==> config.mk <==
export PLATFORM = sky130hd
export DESIGN_NAME = haptic_loop_control_regs
export DESIGN_NICKNAME = d
export VERILOG_FILES = /design/src/core/haptic_loop_pkg.sv /design/src/core/drive_period_timer.sv /design/src/core/amp_mapper.sv /design/src/core/haptic_loop_control_regs.sv
export SDC_FILE = /design/constraint.sdc
export NUM_CORES = 1
export LEC_CHECK = 0
export BUFFER_PORTS_ARGS = -buffer_cell sky130_fd_sc_hd__buf_2
export CORE_MARGIN = 5
export CORE_UTILIZATION = 33
export DETAILED_ROUTE_END_ITERATION = 16
export PLACE_DENSITY = 0.56
export SETUP_SLACK_MARGIN = 0.3
export SLEW_MARGIN = 20
export SYNTH_ARGS = -nofsm -noshare
export SYNTH_HDL_FRONTEND = slang
export SYNTH_HIERARCHICAL = 1
export SYNTH_SLANG_ARGS = --single-unit
==> constraint.sdc <==
create_clock -name clk_i -period 4.15 [get_ports clk_i]
set_input_delay 0.415 -clock clk_i [delete_from_list [all_inputs] [get_ports clk_i]]
set_output_delay 0.415 -clock clk_i [all_outputs]
set_load 0.005 [all_outputs]
==> src/core/haptic_loop_pkg.sv <==
`default_nettype none
package haptic_loop_pkg;
  // ***************************************************************
  // Register map and field layout.
  // ***************************************************************
  localparam logic [7:0] REG_LOOP_DRIVE_CFG   = 8'h1b;
  localparam logic [7:0] REG_INPUT_TIMING_CFG = 8'h1c;
  localparam logic [7:0] REG_LOOP_STATUS      = 8'h1d;
  localparam int BIT_OVERDRIVE_BOOST = 7;
  localparam int BIT_RESERVED_CFG1   = 6;
  localparam int BIT_CM_DRIVE        = 5;
  localparam int BIT_SIGNED_INPUT    = 7;
  localparam int BIT_BRAKE_GAIN_RED  = 6;
  localparam logic [7:0] CFG1_RESET     = 8'h93;
  localparam logic [7:0] CFG2_RESET     = 8'hf5;
  localparam logic [7:0] CFG1_WMASK     = 8'hbf;
  localparam int DRIVE_W = 5;
  localparam int AMP_W   = 8;
  // ***************************************************************
  // Timing, in microseconds, and the derived cycle counts at 10 MHz.
  // ***************************************************************
  localparam int CLK_HZ            = 10_000_000;
  localparam int LRA_STEP_US       = 100;
  localparam int LRA_BASE_US       = 500;
  localparam int ERM_STEP_US       = 200;
  localparam int ERM_BASE_US       = 1000;
  localparam int CYC_PER_US        = CLK_HZ / 1_000_000;
  localparam int LRA_STEP_CYC      = LRA_STEP_US * CYC_PER_US;
  localparam int LRA_BASE_CYC      = LRA_BASE_US * CYC_PER_US;
  localparam int ERM_STEP_CYC      = ERM_STEP_US * CYC_PER_US;
  localparam int ERM_BASE_CYC      = ERM_BASE_US * CYC_PER_US;
  localparam int PERIOD_W          = 16;
  localparam logic [7:0] GAIN_NOMINAL = 8'h40;
  localparam logic [7:0] GAIN_BOOST   = 8'h60;
  localparam logic [7:0] GAIN_REDUCED = 8'h20;
  localparam logic [7:0] HALF_SCALE   = 8'h80;

  // Amplitude result handed to the output stage.
  typedef struct packed {
    logic             brake;
    logic [AMP_W-1:0] level;
  } drive_cmd_t;

  typedef enum logic [1:0] {
    ST_IDLE  = 2'b00,
    ST_DRIVE = 2'b01,
    ST_BRAKE = 2'b10
  } loop_state_t;
endpackage
`default_nettype wire

==> src/core/drive_period_timer.sv <==
`default_nettype none
module drive_period_timer
  import haptic_loop_pkg::*;
(
  input  wire logic                clk_i,
  input  wire logic                nrst_i,
  input  wire logic                run_i,
  input  wire logic [PERIOD_W-1:0] period_i,
  output logic                     tick_o
);
  logic [PERIOD_W-1:0] cnt_r;
  logic [PERIOD_W-1:0] cnt_nxt;

  // Counts down the period; restarts idle so a new period applies at once.
  always_comb begin
    tick_o  = run_i && (cnt_r == '0);
    cnt_nxt = cnt_r - 16'h0001;
    if (!run_i || tick_o) begin
      cnt_nxt = period_i - 16'h0001;
    end
  end

  always_ff @(posedge clk_i) begin
    if (!nrst_i) begin
      cnt_r <= '0;
    end else begin
      cnt_r <= cnt_nxt;
    end
  end
endmodule
`default_nettype wire

==> src/core/amp_mapper.sv <==
`default_nettype none
module amp_mapper
  import haptic_loop_pkg::*;
(
  input  wire logic [AMP_W-1:0] amp_i,
  input  wire logic             signed_sel_i,
  output haptic_loop_pkg::drive_cmd_t cmd_o
);
  // Unidirectional uses the full code range; bidirectional centres on half.
  always_comb begin
    cmd_o.brake = 1'b0;
    cmd_o.level = amp_i;
    if (signed_sel_i) begin
      if (amp_i >= HALF_SCALE) begin
        cmd_o.level = 8'((amp_i - HALF_SCALE) << 1);
      end else begin
        cmd_o.brake = 1'b1;
        cmd_o.level = 8'((HALF_SCALE - amp_i) << 1);
      end
    end
  end
endmodule
`default_nettype wire

==> src/core/haptic_loop_control_regs.sv <==
// What this block does
// With the overdrive boost bit set, the loop gain is raised while overdriving.
// The common-mode drive bit enables a 0.9 V bias on the input pin when 1.
// Software sets common-mode drive only in analog input mode.
// In LRA mode the initial drive time is field times 0.1 ms plus 0.5 ms.
// In LRA mode that time is only a seed, then tracked toward the optimum.
// Software programs the LRA seed to about half the resonant period.
// In ERM mode back-EMF is sampled every field times 0.2 ms plus 1 ms; the 16-bit cycle count wraps for fields above 27.
// The signed input bit selects unidirectional (0) or bidirectional (1) input.
// Unidirectional mode brakes from feedback and uses the full range for drive.
// Software selects unidirectional input only for closed-loop operation.
// Unidirectional maps input linearly, 0% to none and 50% to half scale.
// Bidirectional open loop treats 50% as zero, brakes below and drives above.
// With the brake gain reduction bit set, gain drops as braking nears its end.
// Reserved bit 6 of the first register reads zero and ignores writes.
`default_nettype none
module haptic_loop_control_regs
  import haptic_loop_pkg::*;
(
  input  wire logic                clk_i,
  input  wire logic                nrst_i,
  input  wire logic                wb_cyc_i,
  input  wire logic                wb_stb_i,
  input  wire logic                wb_we_i,
  input  wire logic [7:0]          wb_adr_i,
  input  wire logic [3:0]          wb_sel_i,
  input  wire logic [31:0]         wb_dat_i,
  output logic [31:0]              wb_dat_o,
  output logic                     wb_ack_o,
  input  wire logic                lra_mode_i,
  input  wire logic                closed_loop_i,
  input  wire logic                play_i,
  input  wire logic [AMP_W-1:0]    amp_i,
  input  wire logic                overdrive_i,
  input  wire logic                brake_near_done_i,
  input  wire logic                lra_early_i,
  input  wire logic                lra_late_i,
  output logic                     cm_drive_en_o,
  output logic                     bemf_sample_o,
  output logic [PERIOD_W-1:0]      drive_period_o,
  output logic [7:0]               loop_gain_o,
  output haptic_loop_pkg::drive_cmd_t drive_cmd_o
);
  // ***************************************************************
  // Register bank and Wishbone slave.
  // ***************************************************************
  logic [7:0]          cfg1_r, cfg1_nxt;
  logic [7:0]          cfg2_r, cfg2_nxt;
  logic                ack_r, ack_nxt;
  logic [31:0]         rdat_r, rdat_nxt;
  logic [PERIOD_W-1:0] track_r, track_nxt;
  loop_state_t         state_r, state_nxt;
  logic [7:0]          gain_r, gain_nxt;
  drive_cmd_t          cmd_r, cmd_nxt;
  drive_cmd_t          map_cmd;
  logic                sample_tick;
  logic                lra_tick;
  logic [PERIOD_W-1:0] lra_seed;
  logic [PERIOD_W-1:0] erm_period;
  logic                acc;

  function automatic logic hit(input logic [7:0] a, input logic [7:0] r);
    return a == r;
  endfunction

  assign acc = wb_cyc_i && wb_stb_i && !ack_r;

  // Writes land at the edge where the master samples ack high, so the held request
  // is applied exactly once; read data is registered a cycle early to stand with ack.
  always_comb begin
    cfg1_nxt = cfg1_r;
    cfg2_nxt = cfg2_r;
    ack_nxt  = acc;
    rdat_nxt = rdat_r;
    if (wb_cyc_i && wb_stb_i && ack_r && wb_we_i && wb_sel_i[0]) begin
      if (hit(wb_adr_i, REG_LOOP_DRIVE_CFG)) begin
        cfg1_nxt = wb_dat_i[7:0] & CFG1_WMASK;
      end
      if (hit(wb_adr_i, REG_INPUT_TIMING_CFG)) begin
        cfg2_nxt = wb_dat_i[7:0];
      end
    end
    if (acc && !wb_we_i) begin
      rdat_nxt = 32'h0000_0000;
      if (hit(wb_adr_i, REG_LOOP_DRIVE_CFG)) begin
        rdat_nxt = {24'h00_0000, cfg1_r};
      end else if (hit(wb_adr_i, REG_INPUT_TIMING_CFG)) begin
        rdat_nxt = {24'h00_0000, cfg2_r};
      end else if (hit(wb_adr_i, REG_LOOP_STATUS)) begin
        rdat_nxt = {6'h00, state_r, 8'h00, track_r};
      end
    end
  end

  always_ff @(posedge clk_i) begin
    if (!nrst_i) begin
      cfg1_r <= CFG1_RESET;
      cfg2_r <= CFG2_RESET;
      ack_r  <= 1'b0;
      rdat_r <= 32'h0000_0000;
    end else begin
      cfg1_r <= cfg1_nxt;
      cfg2_r <= cfg2_nxt;
      ack_r  <= ack_nxt;
      rdat_r <= rdat_nxt;
    end
  end

  assign wb_ack_o = ack_r;
  assign wb_dat_o = rdat_r;

  // ***************************************************************
  // Drive period seed, tracking and back-EMF sampling.
  // ***************************************************************
  // The seed is recomputed combinationally so a rewrite is seen on the next idle.
  assign lra_seed   = 16'(cfg1_r[DRIVE_W-1:0] * LRA_STEP_CYC + LRA_BASE_CYC);
  assign erm_period = 16'(cfg1_r[DRIVE_W-1:0] * ERM_STEP_CYC + ERM_BASE_CYC);
  assign cm_drive_en_o = cfg1_r[BIT_CM_DRIVE];

  // Tracking restarts from the seed whenever playback stops.
  always_comb begin
    track_nxt = track_r;
    if (!play_i || !lra_mode_i) begin
      track_nxt = lra_seed;
    end else if (lra_tick && lra_early_i && track_r > 16'h0001) begin
      track_nxt = track_r - 16'h0001;
    end else if (lra_tick && lra_late_i && track_r != 16'hffff) begin
      track_nxt = track_r + 16'h0001;
    end
  end

  always_ff @(posedge clk_i) begin
    if (!nrst_i) begin
      track_r <= 16'(LRA_BASE_CYC);
    end else begin
      track_r <= track_nxt;
    end
  end

  drive_period_timer u_period (
    .clk_i    (clk_i),
    .nrst_i   (nrst_i),
    .run_i    (play_i),
    .period_i (lra_mode_i ? track_r : erm_period),
    .tick_o   (sample_tick)
  );

  assign lra_tick       = sample_tick && lra_mode_i;
  assign bemf_sample_o  = sample_tick && !lra_mode_i;
  assign drive_period_o = lra_mode_i ? track_r : erm_period;

  // ***************************************************************
  // Amplitude interpretation and loop gain.
  // ***************************************************************
  amp_mapper u_map (
    .amp_i        (amp_i),
    .signed_sel_i (cfg2_r[BIT_SIGNED_INPUT]),
    .cmd_o        (map_cmd)
  );

  // Unidirectional braking comes from the feedback, not from the input code.
  always_comb begin
    cmd_nxt = map_cmd;
    if (!cfg2_r[BIT_SIGNED_INPUT]) begin
      cmd_nxt.brake = closed_loop_i && brake_near_done_i;
    end
    if (!play_i) begin
      cmd_nxt = '0;
    end
  end

  // Gain follows the loop phase; boost and reduction are each software gated.
  always_comb begin
    state_nxt = ST_IDLE;
    gain_nxt  = GAIN_NOMINAL;
    if (play_i) begin
      state_nxt = cmd_nxt.brake ? ST_BRAKE : ST_DRIVE;
    end
    case (state_nxt)
      ST_DRIVE: begin
        if (overdrive_i && cfg1_r[BIT_OVERDRIVE_BOOST]) begin
          gain_nxt = GAIN_BOOST;
        end
      end
      ST_BRAKE: begin
        if (brake_near_done_i && cfg2_r[BIT_BRAKE_GAIN_RED]) begin
          gain_nxt = GAIN_REDUCED;
        end
      end
      default: begin
        gain_nxt = GAIN_NOMINAL;
      end
    endcase
  end

  always_ff @(posedge clk_i) begin
    if (!nrst_i) begin
      state_r <= ST_IDLE;
      gain_r  <= GAIN_NOMINAL;
      cmd_r   <= '0;
    end else begin
      state_r <= state_nxt;
      gain_r  <= gain_nxt;
      cmd_r   <= cmd_nxt;
    end
  end

  assign loop_gain_o = gain_r;
  assign drive_cmd_o = cmd_r;
endmodule
`default_nettype wire

==> results.md, run 1 <==
- The final-report hold violation count was 0.
- In the synthesized netlist, the cells that appear most often are sky130_fd_sc_hd__dfxtp_1 (78), sky130_fd_sc_hd__nor2_1 (65), sky130_fd_sc_hd__nand2_1 (63), sky130_fd_sc_hd__a21oi_1 (36), sky130_fd_sc_hd__inv_1 (33).
- During placement, the flow inserted port buffers numbering 84.
- The number of distinct library cell variants in the gate-level netlist after synthesis is 86.
- The wire length after detailed routing is 15470 um.
- The global routing met1 resource utilization is 20.99%.
- The hold slack is 289.7 ps.
- In this run the critical register-to-register path is launched from cfg1_r[3].
- The number of global-route vias before repair is 4772.
- The static leakage power is 2.841 nW.
- The count of placed standard cells including taps is 971.
- The H-tree was split into 3 levels.
- Summing internal, switching and leakage power gives 1.926 mW.
- Counting every sink on the clock net gives 78.
- The longest clock path from root to sink contains 2 buffers.
- The critical path is of the reg2out type.
- From synthesis to final layout, the design area changed by 21.70%.
- The final weighted congestion in routability-driven placement is 0.8891.
- The worst hold path begins at wb_dat_i[6].
- The synthesis-stage register bit count is 78.
- The die height is 140.2 um.
- The met2 routing resource usage after global routing is 25.53%.
- The number of DRC violations after detailed routing is 0.
- Across every metal layer, demand over resource in global routing totals 15.65%.
- Derived from the worst setup path, the maximum achievable clock frequency is 0.2251 GHz.
- The dominant synthesized flop cell is sky130_fd_sc_hd__dfxtp_1.
- The routed design could run at a clock period as short as 4443 ps.
- The worst hold path terminates at cfg2_r[6].
- The TritonCTS buffer count is 9.
- The proportion of netlist area held by the largest area contributor is 27.92%.
- The cell accounting for the most synthesized area is sky130_fd_sc_hd__dfxtp_1.
- Setup slack on the worst reg-to-reg path comes out at 30 ps.
- The initial antenna violation count is 0.
- The async set-reset flop share out of synthesis is 0%.
- After clock tree synthesis, the clock-pin slew on the worst setup and hold paths is 70 ps.
- The area of the core is 16580 um^2.
- Once detailed placement completed, the half-perimeter wirelength came to 11740 um.
- The maximum clock skew at final layout is 9.881 ps.
- The post-detailed-route via-to-cell ratio is 5.101.
- For this design the top-level I/O count stands at 132.
- The pre-CTS worst setup slack is -37.59 ps.
- The arrival time of data at the critical path endpoint is 4030 ps.
- In the global route stage, met3 resource usage came out at 2.863%.
- The antenna diode instance count is 0.
- The area of the mapped netlist is 5593 um^2.
- The non-filler instance count after layout is 997.
- The worst-margin pin slew is 871.5 ps.
- The CTS tree is built.
- The hold-critical path depth is 3.
- STA classifies the critical path startpoint as a flip-flop.
- The floorplan step set the die width to 140.2 um.
- During synthesis, Yosys emitted a total of 6 warnings.
- The share of the clock period used by the worst path after layout is 107.1%.
- Across the VDD grid, the largest voltage drop is 0.1887 mV.
- Counting every instance in the synthesized netlist gives 677.
- Cells with a size suffix above 1 make up 25.87% of the layout.
- The setup violation total in the final timing report is 6.
- STA puts the critical path data required time at 3730 ps.
- The proportion of synthesized chip area in sequential cells is 27.92%.
- For this design the ratio of total power to cell area is 282.9 nW/um^2.
- Setup repair after global routing could not meet its margin everywhere.
- The cell at the root of the clock tree is sky130_fd_sc_hd__clkbuf_16.
- Entering global routing, the biggest net connects 39 pins.
- The run finished, with violations left.
- The endpoint of the lowest-slack register-to-register path is u_period/cnt_r[15].
- The number of DRC markers in iteration 0 is 252.
- The row count is 47.
- The total iterations of the first detailed-routing run is 5.
- The count of pins over their slew limit is 0.
- Sorting the synthesized cells by area gives the leading types as sky130_fd_sc_hd__dfxtp_1 (28%), sky130_fd_sc_hd__ha_1 (6.3%), sky130_fd_sc_hd__nor2_1 (4.4%), sky130_fd_sc_hd__mux2i_1 (4.3%), sky130_fd_sc_hd__nand2_1 (4.2%).
- In this run the worst path has a maximum fanout of 4.
- Detailed routing inserted a total of 5086 vias.
- For the worst flop-to-flop path, the logic depth is 17.
- The checks that failed: setup timing.
- The post-synthesis average cell area is 8.261 um^2.
- Across the run, the number of max-cap violations was 0.
- The starting density of the core is 33.73%.
- The element type at the critical path end is a primary output.
- The final antenna-violating net count is 0.
- The later pin in the worst-skew pair is clocked with a latency of 350 ps.
- The residual overflow from global routing is 0.
- The tightest slew margin relative to the limit is 41.84%.
- The layout net count is 874.
- The area of the die is 19650 um^2.
- The final worst setup slack is -292.6 ps.
- met2 is the most crowded layer.
- In this run, synthesis inferred 0 flip-flops with an integrated enable.
- The most used standard cell by instance count after synthesis is sky130_fd_sc_hd__dfxtp_1.
- The wire length of the first global-routing pass is 25270 um.
- The tightest min-delay check is of the in2reg type.
- The mean routed wirelength per cell is 15.52 um.
==> logic make-up (layout without fill, tap and decap cells) <==
kind of cell / count (synthesis) / in the layout / synth area share (%)
xor gates and xnor gates: 41 / 41 / 6.421
adders and majority gates: 38 / 38 / 9.843
AOI/OAI and AO/OA: 141 / 141 / 17.23
buffers and inverters: 87 / 168 / 8.568
other: 1 / 20 / 0.06705
muxes: 28 / 28 / 5.101
and+or+nand+nor: 263 / 263 / 24.85
DFF: 78 / 78 / 27.92
==> final cells by class <==
| type | count | area (um^2) |
|---|---|---|
| fillers | 1751 | 9777 |
| multi-input cells | 531 | 3825 |
| flip-flops and latches | 78 | 1573 |
| repair buffers | 118 | 683.2 |
| well taps | 220 | 275.3 |
| clock buffers | 9 | 225.2 |
| inverters | 34 | 127.6 |
| clock inverters | 7 | 97.59 |
==> per-stage QoR <==
| step | util (%) | setup TNS [ps] | instance area (um^2) |
|---|---|---|---|
| 6_report | 41.04 | -1059 | 6807 |
| 5_1_grt | 41.04 | -2932 | 6807 |
| 4_1_cts | 40.65 | -1321 | 6741 |
| 3_5_place_dp | 37.86 | -37.59 | 6279 |
| 3_3_place_gp | 37.86 | 0 | 6279 |
| 2_1_floorplan | - | 0 | 5749 |
==> worst max-delay path by stage <==
stage	startpoint	end	slack, ps	depth (start not counted)
finish	cfg1_r[3]	drive_period_o[15]	-290	14
global route	cfg1_r[3]	drive_period_o[15]	-460	14
CTS	cfg1_r[2]	drive_period_o[15]	-300	14
detailed placement	cfg1_r[2]	u_period/cnt_r[15]	-40	17
global placement	cfg1_r[2]	u_period/cnt_r[15]	9	17
floorplan	cfg1_r[2]	u_period/cnt_r[15]	150	17
==> worst max-delay path, stage by stage (launching register included) <==
cell and delay (ps):
sky130_fd_sc_hd__dfxtp_4 360, sky130_fd_sc_hd__fa_2 480, sky130_fd_sc_hd__fa_1 490, sky130_fd_sc_hd__inv_1 50, sky130_fd_sc_hd__fa_1 490, sky130_fd_sc_hd__inv_2 50
sky130_fd_sc_hd__ha_4 140, sky130_fd_sc_hd__a21o_1 220, sky130_fd_sc_hd__a31o_4 230, sky130_fd_sc_hd__or3_4 400, sky130_fd_sc_hd__a41o_1 220, sky130_fd_sc_hd__a21o_1 190
sky130_fd_sc_hd__nand3_2 70, sky130_fd_sc_hd__o21a_1 160, sky130_fd_sc_hd__buf_2 120
==> repair_timing <==
item,CTS,global route
hold buffers,0,0
gates cloned,0,0
setup endpoints to repair,12,16
pin swaps,13,7
buffers inserted,9,1
resized for setup,12,10
==> state kept, by name (all words and copies together), names as in the netlist <==
register / flops
cfg1_r: 7
cfg2_r: 8
drive_cmd_o: 8
loop_gain_o: 2
state_r: 2
track_r: 16
u_period/cnt_r: 16
wb_ack_o: 1
wb_dat_o: 18
==> report_power, final <==
group	total [mW]	leakage, nW	internal, mW	switching, mW
Sequential	0.811	0.640	0.778	0.0336
Combinational	0.247	2.04	0.107	0.141
Clock	0.867	0.157	0.530	0.337
Total	1.93	2.84	1.41	0.512
==> placed cells by master, fill, tap and decap left out, types with 5 or more instances in the layout <==
cell type                   instances
sky130_fd_sc_hd__buf_2             84
sky130_fd_sc_hd__dfxtp_1           75
sky130_fd_sc_hd__nor2_1            65
sky130_fd_sc_hd__nand2_1           62
sky130_fd_sc_hd__a21oi_1           35
sky130_fd_sc_hd__buf_4             32
sky130_fd_sc_hd__inv_1             31
sky130_fd_sc_hd__nand3_1           25
sky130_fd_sc_hd__mux2i_1           24
sky130_fd_sc_hd__ha_1              24
sky130_fd_sc_hd__xnor2_1           22
sky130_fd_sc_hd__o21ai_0           21
sky130_fd_sc_hd__conb_1            20
sky130_fd_sc_hd__nor3_1            17
sky130_fd_sc_hd__and3_1            14
sky130_fd_sc_hd__xor2_1            14
sky130_fd_sc_hd__or3_1             10
sky130_fd_sc_hd__nand4_1            9
sky130_fd_sc_hd__a221oi_1           9
sky130_fd_sc_hd__fa_1               9
sky130_fd_sc_hd__clkbuf_16          9
sky130_fd_sc_hd__a211oi_1           7
sky130_fd_sc_hd__a31oi_1            7
sky130_fd_sc_hd__nand2b_1           6
sky130_fd_sc_hd__a21oi_2            6
sky130_fd_sc_hd__o21ai_1            5
sky130_fd_sc_hd__nor2b_1            5
sky130_fd_sc_hd__nor4_1             5
sky130_fd_sc_hd__a22oi_1            5
sky130_fd_sc_hd__a311oi_1           5
==> per-layer routing <==
layer,vias to the layer above,share of wire (%)
li1,2567,-
met1,2372,47
met4,0,1.8
met3,20,4.0
met5,-,0
met2,127,48
(Power assumes the default switching activity.)
==> inputs of run 2 (changes only) <==
--- a/config.mk
+++ b/config.mk
@@ -5,14 +5,14 @@
 export SDC_FILE = /design/constraint.sdc
 export NUM_CORES = 1
 export LEC_CHECK = 0
-export BUFFER_PORTS_ARGS = -buffer_cell sky130_fd_sc_hd__buf_2
+export BUFFER_PORTS_ARGS = -buffer_cell sky130_fd_sc_hd__clkbuf_2
+export CORE_ASPECT_RATIO = 1.5
 export CORE_MARGIN = 5
 export CORE_UTILIZATION = 33
 export DETAILED_ROUTE_END_ITERATION = 16
-export PLACE_DENSITY = 0.56
+export PLACE_DENSITY = 0.57
 export SETUP_SLACK_MARGIN = 0.3
 export SLEW_MARGIN = 20
 export SYNTH_ARGS = -nofsm -noshare
 export SYNTH_HDL_FRONTEND = slang
-export SYNTH_HIERARCHICAL = 1
 export SYNTH_SLANG_ARGS = --single-unit
==> run 2 against run 1 <==
Effect of this change: the flow still finishes with violations (setup timing); total power shrank 3.1%; synthesized area shrank 1.3%; non-clock buffer count grew 39; global-route usage grew 1.6 points.
==> results.md, run 2 <==
- The synthesized-area fraction occupied by ao, oa, aoi and oai cells came to 19.11% (+1.9 points).
- The ratio of cells with drive above 1 in the final layout is 30.32% (+4.5 points).
- The xor/xnor share of the synthesized area was 6.348% (-0.073 points).
- The power dissipated by switching net loads came to 0.5453 mW (+6.6%).
- The CTS tree is built.
- STA classifies the critical path startpoint as a flip-flop.
- The largest net degree at the start of global routing is 46 (+18%).
- The total power density per cell area is 260.2 nW/um^2 (-8.0%).
- The count of placed standard cells including taps is 982 (+1.1%).
- The cell area after layout was 7174 um^2 (+5.4%).
- The area of the mapped netlist is 5519 um^2 (-1.3%).
- The portion of total power attributed to sequential cells is 43.5% (+1.4 points).
- The largest driver fanout on the critical path is 5 (+1).
- The flow ran to the end, but the final reports show violations.
- The number of buffers inserted by port buffering is 84 (unchanged).
- The total iterations of the first detailed-routing run came to 5 (unchanged).
- The area after detailed placement is 6410 um^2 (+2.1%).
- Setup repair after global routing could not meet its margin everywhere.
- The slowest stage of the critical path is the sky130_fd_sc_hd__fa_1 cell.
- In this run the most critical hold path is launched from wb_dat_i[6].
- The final reports fail on setup timing.
- The most used standard cell by instance count after synthesis is sky130_fd_sc_hd__dfxtp_1.
- The number of global-route vias before repair is 5238 (+9.8%).
- The number of buffers added to fix hold violations after cts came to 0 (unchanged).
- The library cell used most frequently in the layout, excluding fill and tap cells, is sky130_fd_sc_hd__clkbuf_2.
- The most critical setup path has its startpoint at cfg1_r[2].
- The critical path class is reg2out.
- The count of flip-flops with a built-in enable after synthesis came to 0 (unchanged).
- The worst register-to-register path begins at cfg1_r[2].
- Among all flip-flop cells after synthesis, the most frequent one is sky130_fd_sc_hd__dfxtp_1.
- The number of H-tree levels came to 3 (unchanged).
- By area the synthesized netlist is led by sky130_fd_sc_hd__dfxtp_1 (28%), sky130_fd_sc_hd__ha_1 (6.3%), sky130_fd_sc_hd__mux2i_1 (5.3%), sky130_fd_sc_hd__nor2_1 (4.3%), sky130_fd_sc_hd__xnor2_1 (3.6%).
- Walking the worst path, the cells encountered are fa_2 -> fa_1 -> inv_1 -> fa_1 -> inv_2 -> ha_4 -> and3_4 -> or3_4 -> and2_4 -> a31oi_4 -> buf_6 -> nor2_2 -> xor2_2 -> o21ai_2 -> buf_2.
- The TritonCTS buffer count is 9 (unchanged).
- The dominant combinational cell family by area after synthesis is simple AND/OR/NAND/NOR gates.
- The proportion of synthesized area in mux cells came to 5.668% (+0.57 points).
- The class of the tightest hold or removal check is in2reg.
- The count of filler cells inserted in the layout is 1696 (-3.1%).
- The number of DRC violations after detailed routing was 0 (unchanged).
- The synthesized instance count came to 673 (-0.59%).
- The row count was 58 (+23%).
- The area of the die was 19460 um^2 (-0.96%).
- The clock network latency to the later pin of the worst-skew pair is 340 ps (about the same).
- The static leakage power is 2.907 nW (+2.3%).
- The arrival time of data at the critical path endpoint came to 4020 ps (about the same).
- The maximum clock skew at final layout was 8.041 ps (-1.839 ps).
- The async set-reset flop share out of synthesis was 0% (unchanged).
- The worst-margin pin slew is 1001 ps (+129.2 ps).
- The final weighted congestion in routability-driven placement is 0.8665 (-2.5%).
- The proportion of netlist area held by the largest area contributor is 28.29% (+0.37 points).
- The die extent in x is 115.6 um (-18%).
- The total I/O pin count is 132 (unchanged).
- The antenna diode instance count is 0 (unchanged).
- The setup violation total in the final timing report came to 8 (+2).
- The final-report hold violation count came to 0 (unchanged).
- The commonest cells after synthesis are sky130_fd_sc_hd__dfxtp_1 (78), sky130_fd_sc_hd__nor2_1 (63), sky130_fd_sc_hd__nand2_1 (52), sky130_fd_sc_hd__inv_1 (35), sky130_fd_sc_hd__a21oi_1 (31).
- The number of distinct library cell variants in the gate-level netlist after synthesis is 72 (-16%).
- The final worst setup slack is -286.9 ps (+5.655 ps).
- The post-detailed-route via-to-cell ratio is 5.275 (+3.4%).
- The area of the core was 16620 um^2 (+0.21%).
- The synthesis-stage register bit count is 78 (unchanged).
- The top cell types in the final layout, fill and taps aside, are sky130_fd_sc_hd__clkbuf_2 (83), sky130_fd_sc_hd__dfxtp_1 (75), sky130_fd_sc_hd__buf_4 (64).
- The clock network power share is 40.7% (-4.3 points).
- The post-synthesis average cell area is 8.201 um^2 (-0.73%).
- The adder-cell share of the synthesized area is 9.975% (+0.13 points).
- The wire length after detailed routing is 16710 um (+8.0%).
- By instance count, the cell type seen most on the critical path is sky130_fd_sc_hd__fa_1.
- The cell at the root of the clock tree is sky130_fd_sc_hd__clkbuf_16.
- The tightest slew margin relative to the limit came to 33.15% (-8.7 points).
- The proportion of synthesized chip area in sequential cells came to 28.29% (+0.37 points).
- The share of the clock period used by the worst path after layout is 106.9% (-0.14 points).
- The combinational share of power is 15.8% (+3.0 points).
- The number of max-cap violations was 0 (unchanged).
- The half-perimeter wire length of the detailed placement result was 12630 um (+7.6%).
- The global-route usage over all layers is 17.24% (+1.6 points).
- The die height came to 168.4 um (+20%).
- The internal power component was 1.321 mW (-6.6%).
- The maximum buffer depth of the clock tree is 2 (unchanged).
- The number of DRC markers in iteration 0 is 297 (+18%).
- The clock net sink count was 78 (unchanged).
- The synthesized design spends more area on one cell type than any other, namely sky130_fd_sc_hd__dfxtp_1.
- The wire length of the first global-routing pass was 26920 um (+6.6%).
- The clock period minus worst slack is 4437 ps (-5.655 ps).
- The net switching share of the total power came to 29.21% (+2.6 points).
- The worst voltage drop across the vdd grid was 0.1780 mV (-5.6%).
- The clock-pin slew of the registers on the worst-case setup and hold paths is 70 ps (about the same).
- The worst stage delay on the critical path is 490 ps (about the same).
- The warning count from the yosys run is 0 (-6).
- The number of flip-flops in the largest register came to 18 (unchanged).
- The pre-CTS worst setup slack is -312.2 ps (-274.6 ps).
- The final antenna-violating net count is 0 (unchanged).
- The layout net count is 905 (+3.5%).
- The starting density of the core is 33.21% (-0.52 points).
- The total via count after detailed routing was 5370 (+5.6%).
- The mean routed wirelength per cell was 16.41 um (+5.7%).
- The share of the core filled with cells in the final layout is 43.17% (+2.1 points).
- The area growth from synthesis to layout is 29.99%.
- The area share of and/or/nand/nor cells after synthesis is 22.06% (-2.8 points).
- The residual overflow from global routing is 0 (unchanged).
- The count of pins over their slew limit was 0 (unchanged).
- The upper clock frequency limit came to 0.2254 GHz (+0.13%).
- The non-filler instance count after layout is 1018 (+2.1%).
- STA classifies the critical path endpoint as a primary output.
- The initial antenna violation count is 0 (unchanged).
- The required time at the endpoint of the critical path is 3730 ps (about the same).
## run 2: changes by cell type after synthesis, sizes merged, moves of 5 or more
| cell | delta |
|---|---|
| a211oi | +9 |
| a21oi | -10 |
| a221oi | -8 |
| a222oi | +7 |
| a31oi | +7 |
| and3 | -10 |
| buf | -11 |
| clkbuf | +16 |
| mux2i | +5 |
| nand2 | -13 |
| o211ai | +7 |
| o21ai | -6 |
| o31ai | +7 |
| or3 | +6 |
## run 2: logic make-up after synthesis
kind of cell,after synthesis
AOI/OAI and AO/OA,150
xor gates and xnor gates,40
adders and majority gates,38
buffers and inverters,93
DFF,78
muxes,31
other,1
and+or+nand+nor,242
## run 2: stage by stage
step	total power [mW]	hold WS, ps	TNS, ps
after floorplan	1.020	401.1	-183.6
after global placement	1.101	440.8	-908.1
after detailed placement	1.103	445.7	-1144
after CTS	1.873	287.8	-1519
after global routing	1.947	324.9	-2819
final	1.867	293.5	-1194
## run 2: per-layer routing
layer  routed length (um)  up-vias  track usage [%]
li1                     -     2656                -
met1                 6542     2518            20.87
met2                 8606      167            30.02
met3                  980       29            2.733
met4                  575        0            6.895
met5                    0        -                0
## run 2: path summary, 6_finish.rpt
check / endpoint / slack (ps) / depth (start not counted)
setup / recovery: drive_period_o[15] / -290 / 15
hold / removal: cfg2_r[6] / 290 / 3
setup reg to reg: u_period.cnt_r[15] / -220 / 14
hold reg to reg: loop_gain_o[6] / 450 / 1
## run 2: area by class of cell
| class | count | area, um^2 | share of cell area [%] |
|---|---|---|---|
| inverter | 36 | 135.1 | 1.884 |
| tap | 210 | 262.8 | 3.662 |
| sequential | 78 | 1573 | 21.92 |
| multi-input combinational | 521 | 3921 | 54.66 |
| timing repair buffer | 157 | 1002 | 13.97 |
| clock buffer | 9 | 225.2 | 3.139 |
| clock inverter | 7 | 55.05 | 0.7674 |
## run 2: power by group through the flow
stage	clock network (mW)	registers [mW]	logic, mW
after floorplan	0	0.814	0.206
after global placement	0	0.830	0.271
after detailed placement	0	0.830	0.273
after CTS	0.774	0.812	0.287
after global routing	0.802	0.817	0.328
final	0.759	0.813	0.295
## run 2: what timing repair did
item	4_1_cts	5_1_grt
pin swaps	24	20
buffers inserted	15	5
hold endpoints to repair	0	0
endpoints found under the setup margin	14	16
gates resized for setup	47	18
## run 2: critical path: cells and delay by family, from the launching register on
kind / cells / cell delay, ps
adder cells (fa/ha/maj): 4 / 1680
buffers and inverters: 4 / 350
AND/OR/NAND/NOR: 4 / 790
XOR/XNOR: 1 / 180
AO/OA/AOI/OAI: 2 / 330
flip-flops: 1 / 360
